### src/rtl/sad_pkg.sv
// package: windows, result types and constants of the system address decoder
package sad_pkg;

    // ==================================================
    // masters and transfer sizes
    localparam int         NUM_MST   = 3;
    localparam logic [1:0] MST_CORE  = 2'h0;
    localparam logic [1:0] MST_DMA   = 2'h1;
    localparam logic [1:0] MST_ETH   = 2'h2;
    localparam logic [2:0] SIZE_WORD = 3'h2;

    // ==================================================
    // address windows: base and offset mask
    localparam logic [31:0] FLASH_BASE   = 32'h0000_0000;
    localparam logic [31:0] FLASH_MASK   = 32'h0007_FFFF;
    localparam logic [31:0] VEC_MASK     = 32'h0000_003F;
    localparam logic [31:0] GPIO_BASE    = 32'h3FFF_C000;
    localparam logic [31:0] LSRAM_BASE   = 32'h4000_0000;
    localparam logic [31:0] LSRAM_MASK   = 32'h0000_FFFF;
    localparam logic [31:0] ETHRAM_BASE  = 32'h7FE0_0000;
    localparam logic [31:0] USBRAM_BASE  = 32'h7FD0_0000;
    localparam logic [31:0] SLOT_MASK    = 32'h0000_3FFF;
    localparam logic [31:0] STAT_BASE    = 32'h8000_0000;
    localparam logic [31:0] STAT_LAST    = 32'h83FF_FFFF;
    localparam logic [31:0] STAT_MASK    = 32'h00FF_FFFF;
    localparam logic [31:0] DYN_BASE     = 32'hA000_0000;
    localparam logic [31:0] DYN_LAST     = 32'hDFFF_FFFF;
    localparam logic [31:0] DYN_MASK     = 32'h0FFF_FFFF;
    localparam logic [31:0] APB_BASE     = 32'hE000_0000;
    localparam logic [31:0] APB_LAST     = 32'hEFFF_FFFF;
    localparam logic [31:0] PERI_MASK    = 32'h001F_FFFF;
    localparam logic [31:0] AHBP_BASE    = 32'hFFE0_0000;
    localparam int          APB_SLOTS    = 36;
    localparam int          SLOT_LSB     = 14;
    localparam int          SLOT_W       = 7;

    // ==================================================
    // types
    typedef enum logic [3:0] {
        RG_NONE, RG_FLASH, RG_GPIO, RG_LSRAM, RG_ETHRAM, RG_USBRAM,
        RG_STATIC, RG_DYNAMIC, RG_APB, RG_AHBP, RG_BOOTROM
    } sad_region_t;

    typedef enum logic [1:0] {
        SEG_NONE, SEG_LOCAL, SEG_PRIMARY, SEG_SECONDARY
    } sad_seg_t;

    typedef enum logic [1:0] {
        VEC_FLASH = 2'h0, VEC_BOOTROM = 2'h1, VEC_SRAM = 2'h2
    } sad_remap_t;

    typedef struct packed {
        logic        valid;
        logic        write;
        logic [2:0]  size;
        logic [31:0] addr;
    } sad_req_t;

    typedef struct packed {
        logic              valid;
        logic              error;
        logic              write;
        logic [2:0]        size;
        sad_region_t       region;
        sad_seg_t          seg;
        logic              bridged;
        logic [SLOT_W-1:0] slot;
        logic [31:0]       offset;
    } sad_resp_t;

    typedef struct packed {
        sad_resp_t [NUM_MST-1:0] resp;
    } sad_state_t;

endpackage : sad_pkg

### src/rtl/sad_decoder.sv
// module: system address decoder and master-to-segment steering
// Summary of operation
// - core byte order is always little-endian
// - secondary segment holds only Ethernet buffer SRAM
// - Ethernet reaches primary segment through bridge
// - primary segment serves core, DMA, bridged Ethernet
// - secondary segment serves only core and Ethernet
// - AHB peripherals: top 2 MB, 16 kB slots
// - APB peripherals: 2 MB at 3.5 GB
// - 0x0 to 0x7FFFF selects flash
// - 0x3FFFC000 to 0x3FFFFFFF selects fast GPIO
// - 0x40000000 to 0x4000FFFF selects local SRAM
// - local SRAM takes byte, halfword, word only
// - 0x7FE00000 to 0x7FE03FFF selects Ethernet SRAM
// - 0x7FD00000 to 0x7FD03FFF selects USB SRAM
// - four 16 MB static banks from 0x80000000
// - four 256 MB dynamic banks from 0xA0000000
// - APB area offers 36 slots of 16 kB
// - vector area remappable to flash, ROM, SRAM
module sad_decoder #(
    parameter int APB_SLOTS = sad_pkg::APB_SLOTS
) (
    // clock and reset
    input  logic                                      sys_clk,
    input  logic                                      resetn,
    // master requests: core, dma engine, ethernet
    input  sad_pkg::sad_req_t [sad_pkg::NUM_MST-1:0]  masterReq,
    // vector area source
    input  sad_pkg::sad_remap_t                       vecRemap,
    // decoded slave selection per master
    output sad_pkg::sad_resp_t [sad_pkg::NUM_MST-1:0] slaveSel,
    output logic                                      coreBigEndian
);

    // ==================================================
    // decode of one request
    localparam int                SLOT_W  = sad_pkg::SLOT_W;
    localparam logic [SLOT_W-1:0] APB_CNT = SLOT_W'(APB_SLOTS);

    // true when addr lies in the window base..base+mask
    function automatic logic inWin(
        input logic [31:0] a,
        input logic [31:0] base,
        input logic [31:0] mask);
        inWin = ((a & ~mask) == base);
    endfunction : inWin

    function automatic sad_pkg::sad_resp_t decode(
        input sad_pkg::sad_req_t   req,
        input logic [1:0]          mst,
        input sad_pkg::sad_remap_t remap);
        sad_pkg::sad_resp_t r;
        logic [31:0]        a;
        r        = '0;
        a        = req.addr;
        r.valid  = req.valid;
        r.write  = req.write;
        r.size   = req.size;
        r.region = sad_pkg::RG_NONE;
        r.seg    = sad_pkg::SEG_NONE;
        if (inWin(a, sad_pkg::FLASH_BASE, sad_pkg::FLASH_MASK)) begin
            r.region = sad_pkg::RG_FLASH;
            r.offset = a & sad_pkg::FLASH_MASK;
            // only the core fetches vectors, so only it sees the remap
            if (mst == sad_pkg::MST_CORE && inWin(a, 32'h0000_0000, sad_pkg::VEC_MASK)) begin
                case (remap)
                    sad_pkg::VEC_BOOTROM: r.region = sad_pkg::RG_BOOTROM;
                    sad_pkg::VEC_SRAM:    r.region = sad_pkg::RG_LSRAM;
                    default:              r.region = sad_pkg::RG_FLASH;
                endcase
            end
        end else if (inWin(a, sad_pkg::GPIO_BASE, sad_pkg::SLOT_MASK)) begin
            r.region = sad_pkg::RG_GPIO;
            r.offset = a & sad_pkg::SLOT_MASK;
        end else if (inWin(a, sad_pkg::LSRAM_BASE, sad_pkg::LSRAM_MASK)) begin
            r.region = sad_pkg::RG_LSRAM;
            r.offset = a & sad_pkg::LSRAM_MASK;
        end else if (inWin(a, sad_pkg::ETHRAM_BASE, sad_pkg::SLOT_MASK)) begin
            r.region = sad_pkg::RG_ETHRAM;
            r.offset = a & sad_pkg::SLOT_MASK;
        end else if (inWin(a, sad_pkg::USBRAM_BASE, sad_pkg::SLOT_MASK)) begin
            r.region = sad_pkg::RG_USBRAM;
            r.offset = a & sad_pkg::SLOT_MASK;
        end else if (a >= sad_pkg::STAT_BASE && a <= sad_pkg::STAT_LAST) begin
            r.region = sad_pkg::RG_STATIC;
            r.slot   = {5'h00, a[25:24]};
            r.offset = a & sad_pkg::STAT_MASK;
        end else if (a >= sad_pkg::DYN_BASE && a <= sad_pkg::DYN_LAST) begin
            // bank bits 29:28 run 2,3,0,1 across the four windows
            r.region = sad_pkg::RG_DYNAMIC;
            r.slot   = {5'h00, 2'(a[29:28] - 2'h2)};
            r.offset = a & sad_pkg::DYN_MASK;
        end else if (a >= sad_pkg::APB_BASE && a <= sad_pkg::APB_LAST) begin
            // only the low 2 MB and the populated slots answer
            if (a[27:21] == 7'h00 && a[20:14] < APB_CNT) begin
                r.region = sad_pkg::RG_APB;
                r.slot   = a[20:14];
                r.offset = a & sad_pkg::SLOT_MASK;
            end
        end else if (inWin(a, sad_pkg::AHBP_BASE, sad_pkg::PERI_MASK)) begin
            r.region = sad_pkg::RG_AHBP;
            r.slot   = a[20:14];
            r.offset = a & sad_pkg::SLOT_MASK;
        end
        // segment that carries the selected slave
        case (r.region)
            sad_pkg::RG_FLASH,
            sad_pkg::RG_GPIO,
            sad_pkg::RG_LSRAM,
            sad_pkg::RG_BOOTROM: r.seg = sad_pkg::SEG_LOCAL;
            sad_pkg::RG_ETHRAM:  r.seg = sad_pkg::SEG_SECONDARY;
            sad_pkg::RG_NONE:    r.seg = sad_pkg::SEG_NONE;
            default:             r.seg = sad_pkg::SEG_PRIMARY;
        endcase
        // the local bus belongs to the core alone
        if (mst != sad_pkg::MST_CORE && r.seg == sad_pkg::SEG_LOCAL) begin
            r.region = sad_pkg::RG_NONE;
        end
        // dma is no master on the secondary segment
        if (mst == sad_pkg::MST_DMA && r.seg == sad_pkg::SEG_SECONDARY) begin
            r.region = sad_pkg::RG_NONE;
        end
        // ethernet reaches primary slaves only over the bridge
        if (mst == sad_pkg::MST_ETH && r.seg == sad_pkg::SEG_PRIMARY) begin
            r.bridged = 1'b1;
        end
        // wider than a word is refused everywhere, local SRAM included
        if (req.size > sad_pkg::SIZE_WORD) begin
            r.region = sad_pkg::RG_NONE;
        end
        // an error selects nothing and drops the write strobe
        if (r.region == sad_pkg::RG_NONE) begin
            r.seg     = sad_pkg::SEG_NONE;
            r.slot    = '0;
            r.offset  = '0;
            r.bridged = 1'b0;
            r.write   = 1'b0;
            r.error   = req.valid;
        end
        if (!req.valid) begin
            r = '0;
        end
        return r;
    endfunction : decode

    // ==================================================
    // state
    sad_pkg::sad_state_t state_ff;
    sad_pkg::sad_state_t nxt_state;

    // one decode per master, all in parallel
    always_comb begin
        nxt_state = state_ff;
        for (int m = 0; m < sad_pkg::NUM_MST; m++) begin
            nxt_state.resp[m] = decode(masterReq[m], 2'(m), vecRemap);
        end
    end

    // registered so the select meets timing to far slaves
    always_ff @(posedge sys_clk or negedge resetn) begin
        if (!resetn) begin
            state_ff <= '0;
        end else begin
            state_ff <= nxt_state;
        end
    end

    assign slaveSel      = state_ff.resp;
    assign coreBigEndian = 1'b0;
endmodule : sad_decoder

### config.mk
export PLATFORM = sky130hd
export DESIGN_NAME = sad_decoder
export DESIGN_NICKNAME = d
export VERILOG_FILES = /design/src/rtl/sad_pkg.sv /design/src/rtl/sad_decoder.sv
export SDC_FILE = /design/constraint.sdc
export NUM_CORES = 1
export LEC_CHECK = 0
export BUFFER_PORTS_ARGS = -buffer_cell sky130_fd_sc_hd__buf_2
export CAP_MARGIN = 20
export CORE_ASPECT_RATIO = 0.9
export CORE_MARGIN = 10
export CORE_UTILIZATION = 35
export DETAILED_ROUTE_END_ITERATION = 10
export SYNTH_ARGS = -nofsm -noshare
export SYNTH_HDL_FRONTEND = slang
export SYNTH_SLANG_ARGS = --single-unit
### constraint.sdc
create_clock -name sys_clk -period 0.8 [get_ports sys_clk]
set_input_delay 0.04 -clock sys_clk [delete_from_list [all_inputs] [get_ports sys_clk]]
set_output_delay 0.04 -clock sys_clk [all_outputs]
set_load 0.005 [all_outputs]
==> key figures, run 1 <==
Yosys
  – Post-Syn Instances: 493
  – Sequential area share after synthesis: 62.8%
  – Distinct cells, synth: 60
  – Yosys warning count: 0
  – Most frequent cell after synthesis: dfrtp_1
  – Area contributors post-synth: dfrtp_1, and2_1, nor2_1
  – Asr flop ratio synth: 100%
  – Synth area leader: dfrtp_1
  – Syn avg cell area: 11.5 sq um
  – Synthesis-stage register bit count: 142
  – Post-synth top area share: 62.8%
  – Mapped Area: 5660 sq um
  – Number of flops mapped to enable cells by yosys: 0
  – Ys flop type: dfrtp_1
  – Post-synth top cells: dfrtp_1, and2_1, nor2_1, nand2_1, inv_1

Clocking
  – TritonCTS clock tree: built
  – Clock sinks: 142
  – TritonCTS Buffers: 17
  – Clock transition at path regs: 60 ps
  – Clock buffer depth: 2
  – H-tree Lvls: 4
  – Clock root cell: clkbuf_16

Finish
  – Largest register FFs: 142
  – N_diodes: 0
  – # nets final: 1,102
  – Area grow syn2layout: 88.9%
  – Final Non-Filler Cells: 1,206
  – Layout cell share with drive strength beyond 1: 57.4%

Power
  – Pleak: 0.00559 uW
  – VDD IR-drop max: 1460 uV
  – Pwr Total: 17,800 uW
  – PD cells: 1660 nW/um^2

Timing
  – Fin. max-slew vios: 0
  – Fin worst setup slack: -890 ps
  – Final Setup Violations: 266
  – RSZ-0062 raised after global routing: true
  – Post-route setup TNS: -92,060 ps
  – Peak Freq: 0.592 GHz
  – Hold_ws: -55.7 ps
  – Final Cycle Share: 211%
  – Final Critical Period: 1690 ps
  – Final hold violation count: 1

Global routing
  – Total GRT Usage: 19.2%
  – Number of global-route vias before repair: 6,225
  – Initial antenna violation count: 0
  – Global-route wire length before repair: 33,200 um
  – GRT overflow: 0
  – Largest net degree at the start of global routing: 41

Worst setup path
  – Crit-path max FO: 4
  – CP Depth: 8
  – CP Launch Type: primary input
  – Crit path buf inv count: 1
  – Crit path max-delay family: simple AND/OR/NAND/NOR gates
  – Critical-path top delay cell: or4_4
  – WS Path Type: in2reg
  – Crit-path cells: buf_6, or4_4, and4b_2, nand3_2, a32o_2, and4_4, nor4bb_2, o21a_1
  – Critical path arrival: 2060 ps
  – Worst Path Required: 1170 ps
  – Slowest stage delay, CP: 520 ps
  – CP Capture Type: flip-flop

Detailed routing
  – Drt pass-1 iters: 4
  – Starting DRT DRC Count: 242
  – Drt drc: 0
  – Vias per Instance: 4.62
  – Vias: 5,569
  – Final antenna-violating net count: 0
  – Routed len/inst: 18.1 um
  – Routed wire length: 21,800 um

Status
  – Failing checks: hold timing, setup timing
  – Run status: finished, violations left

Die
  – Top Ports: 272
  – Starting Density: 35.3%
  – DIE AREA: 21,700 sq um
  – Chip height: 141 um
  – Site Rows: 44
  – Core area: 16,000 sq um
  – Die Wd: 154 um

Placement
  – DP HPWL: 15,100 um
  – Worst slack, placed: -1300 ps
  – Placed cell count: 1,057
  – PortBufs: 256
  – Routability cong.: 0.873

Hold path
  – Hold Path Cell Cnt: 3
  – Min-Delay Path Class: in2reg

Flow run
  – Max-Cap Viols: 0
[tightest hold or removal path, delay by kind of cell]
kind / cells / cell delay [ps]
compound gates: 1 / 60
buf+inv: 1 / 110
simple gates: 1 / 110
[cell usage in the layout (no fill, tap or decap), drive strengths merged, types with 4 or more instances in the layout]
cell type	instances
nor2	39
inv	22
nand4	12
nand2	28
nor4	7
a31oi	4
buf	394
clkinv	5
dlygate4sd3	92
a21oi	12
conb	16
xor2	5
or3	4
nor3	11
nand3	11
clkbuf	21
dfrtp	142
o21ai	10
and2	99
and4	4
and3	11
a21boi	8
[where the power goes]
| group | total [uW] | internal (uW) | switching [uW] |
|---|---|---|---|
| combinational | 2700 | 1470 | 1230 |
| sequential | 7400 | 7350 | 46.2 |
| clock | 7660 | 4550 | 3110 |
| total | 17800 | 13400 | 4390 |
[cells by family after synthesis]
logic type	share of synthesized area (%)
AO/OA/AOI/OAI	6.90
XOR/XNOR	0.774
adder cells (fa/ha/maj)	0.221
buffers and inverters	4.40
flip-flops	62.8
other	0.0663
AND/OR/NAND/NOR	24.8
[layout make-up]
cell class	count	area [sq um]
clock buffer	21	470
clock inverter	11	108
fill	1196	5330
inverter	19	73.8
multi-input combinational	320	2640
sequential	142	3550
tap	207	259
timing repair buffer	486	3580
[per-stage QoR]
| stage | util, % | cell area (sq um) |
|---|---|---|
| after floorplan | - | 5980 |
| after global placement | 51.4 | 8230 |
| after detailed placement | 51.4 | 8230 |
| after CTS | 64.0 | 10200 |
| after global routing | 66.7 | 10700 |
| final | 66.7 | 10700 |
[repair_timing]
| item | 4_1_cts | 5_1_grt |
|---|---|---|
| buffers inserted | 12 | 16 |
| hold buffers | 91 | 10 |
| hold endpoints to repair | 244 | 13 |
| pin swaps | 41 | 49 |
| gates cloned | 5 | 0 |
| setup endpoints to repair | 261 | 271 |
| gates resized for setup | 110 | 82 |
[layer usage]
layer	vias to the layer above	track usage [%]	wire [um]
met5	-	0	0
met4	0	6.66	447
met3	28	6.39	1560
met2	193	33.6	11300
met1	2732	21.4	8430
li1	2616	-	-
[path summary, 6_finish.rpt]
kind | start | to
worst max-delay path | masterReq[25] | slaveSel[40]$_DFF_PN0_
worst min-delay path | masterReq[29] | slaveSel[33]$_DFF_PN0_
max in group asynchronous | resetn | slaveSel[19]$_DFF_PN0_
min in group asynchronous | resetn | slaveSel[113]$_DFF_PN0_
(Power assumes the default switching activity.)
==> run 2, diff against run 1 <==
- clock period: 0.8 -> 2 ns (I/O delays scaled with it)
==> run 2 against run 1 <==
Net effect:
- the flow finishes with violations (setup timing)
- non-clock buffer count fell by 95
- worst hold slack improved by 84 ps
- first-iteration DRC count rose by 14%
- flip-flop and latch count did not move
- die area did not move
- utilization fell by 10 points
- combinational power fell by 72%
- cell count fell by 8.0%
- sequential share of layout area rose by 6.0 points
==> key figures, run 2 (synthesis results as in run 1) <==
Status
  – Run status: finished, violations left
  – Failing checks: setup timing

Global routing
  – GRT overflow: 0 (unchanged)
  – Global-route wire length before repair: 30,600 um (-7.9%)
  – Total GRT Usage: 17.5% (-1.7 points)
  – Largest net degree at the start of global routing: 56 (+37%)
  – Number of global-route vias before repair: 5,736 (-7.9%)
  – Initial antenna violation count: 1 (+1)

Die
  – DIE AREA: 21,700 sq um (unchanged)
  – Chip height: 141 um (unchanged)
  – Top Ports: 272 (unchanged)
  – Die Wd: 154 um (unchanged)
  – Core area: 16,000 sq um (unchanged)
  – Site Rows: 44 (unchanged)
  – Starting Density: 35.3% (unchanged)

Detailed routing
  – Drt pass-1 iters: 4 (unchanged)
  – Drt drc: 0 (unchanged)
  – Routed wire length: 19,400 um (-11%)
  – Routed len/inst: 17.5 um (-3.3%)
  – Final antenna-violating net count: 0 (unchanged)
  – Starting DRT DRC Count: 276 (+14%)
  – Vias: 5,113 (-8.2%)
  – Vias per Instance: 4.61 (-0.16%)

Timing
  – Final Cycle Share: 101%
  – Worst slew pin tran: 576 ps
  – Peak Freq: 0.496 GHz
  – Fin. max-slew vios: 0 (unchanged)
  – Final Critical Period: 2020 ps
  – Hold_ws: 28.3 ps (+84.0 ps)
  – Final Setup Violations: 10 (-96%)
  – Slew margin rel.: 61.5%
  – Final hold violation count: 0 (-1)
  – Fin worst setup slack: -17.1 ps (+873 ps)

Flow run
  – Max-Cap Viols: 0 (unchanged)

Power
  – Pwr Total: 7020 uW (-60%)
  – PD cells: 776 nW/um^2 (-53%)
  – VDD IR-drop max: 675 uV (-54%)
  – Pleak: 0.00491 uW (-12%)

Clocking
  – H-tree Lvls: 4 (unchanged)
  – TritonCTS clock tree: built
  – Clock transition at path regs: 60 ps (about the same)
  – TritonCTS Buffers: 17 (unchanged)
  – Clock sinks: 142 (unchanged)
  – Clock root cell: clkbuf_16
  – Clock buffer depth: 2 (unchanged)

Finish
  – Most frequent cells in the layout: buf_2, dfrtp_1, dlygate4sd3_1, and2_1, buf_4
  – Largest register FFs: 142 (unchanged)
  – # fillers: 1,395 (+17%)
  – Multi-input logic area: 1960 sq um (-26%)
  – Layout cell share with drive strength beyond 1: 42.0% (-15 points)
  – Register area: 3550 sq um (unchanged)
  – Most common cell after layout, fill and taps aside: buf_2
  – # nets final: 1,005 (-8.8%)
  – Area grow syn2layout: 59.9%

Worst setup path
  – WS Path Type: in2reg
  – Worst setup path startpoint: masterReq[64]
  – CP Launch Type: primary input
  – Worst Path Required: 2300 ps (+1130 ps)
  – CP Capture Type: flip-flop
  – Critical path arrival: 2320 ps (+260 ps)
  – Crit-path max FO: 11 (+7)

Placement
  – Worst slack, placed: -262 ps (+1030 ps)
  – Routability cong.: 0.838 (-4.0%)
  – PortBufs: 256 (unchanged)
  – DP HPWL: 14,400 um (-4.8%)

Hold path
  – Hold Path Origin: masterReq[17]
  – Min-Delay Path Class: in2reg
run 2: cell count changes in the layout (fill, tap and decap cells not counted), moves of 7 or more:
cell / delta
a21oi_1: +7
and2_1: +25
and2_4: -31
buf_2: +25
buf_4: -65
buf_6: -44
nand2_1: +8
nor2_1: +13
nor2_2: -7
nor2_4: -7
run 2: where the power goes:
| part | leakage [uW] | total [uW] | internal, uW | switching, uW |
|---|---|---|---|---|
| sequential | 0.00194 | 2960 | 2940 | 20.4 |
| combinational | 0.00267 | 757 | 390 | 367 |
| clock | 0.000296 | 3300 | 2070 | 1230 |
| total | 0.00491 | 7020 | 5400 | 1620 |
run 2: cell type report:
type | instances | area share [%]
Inverter | 19 | 0.789
Multi-Input combinational cell | 318 | 21.6
Timing Repair Buffer | 391 | 28.5
Clock buffer | 20 | 5.16
Clock inverter | 11 | 1.73
Antenna cell | 1 | 0.0277
Tap cell | 207 | 2.86
Sequential cell | 142 | 39.3
run 2: per-layer routing:
metal  global-route usage (%)  wire, um
met5                        0         0
met4                     4.77       298
met3                     6.78      1580
met2                     30.1      9860
met1                     19.8      7630
run 2: per-stage QoR:
stage / setup TNS, ps / cells / utilization (%) / cell area (sq um)
floorplan: 0 / 508 / - / 5710
global placement: -4780 / 987 / 46.5 / 7460
detailed placement: -6230 / 987 / 46.5 / 7460
CTS: 0 / 1106 / 55.9 / 8960
global route: -871 / 1109 / 56.4 / 9040
finish: -74.7 / 1109 / 56.4 / 9040
run 2: what timing repair did:
| action | 4_1_cts | 5_1_grt |
|---|---|---|
| gates resized for setup | 0 | 18 |
| endpoints found under the setup margin | 0 | 57 |
| hold buffers | 88 | 0 |
| endpoints found under the hold margin | 153 | 0 |
| setup buffers | 0 | 2 |
run 2: critical path, stage by stage:
cell and delay, ps:
dlygate4sd3_1 540, buf_2 150, and4_1 200, nand4_1 170, o21ai_0 160, o311ai_1 420
o21ai_2 110, a21boi_1 140, buf_4 170, and2_1 160
run 2: worst paths after layout:
path,end,slack [ps],cells past startpoint
min,slaveSel[17]$_DFF_PN0_,30,2
max in group asynchronous,slaveSel[70]$_DFF_PN0_,1130,3
max,slaveSel[75]$_DFF_PN0_,-20,10
min in group asynchronous,slaveSel[122]$_DFF_PN0_,210,2
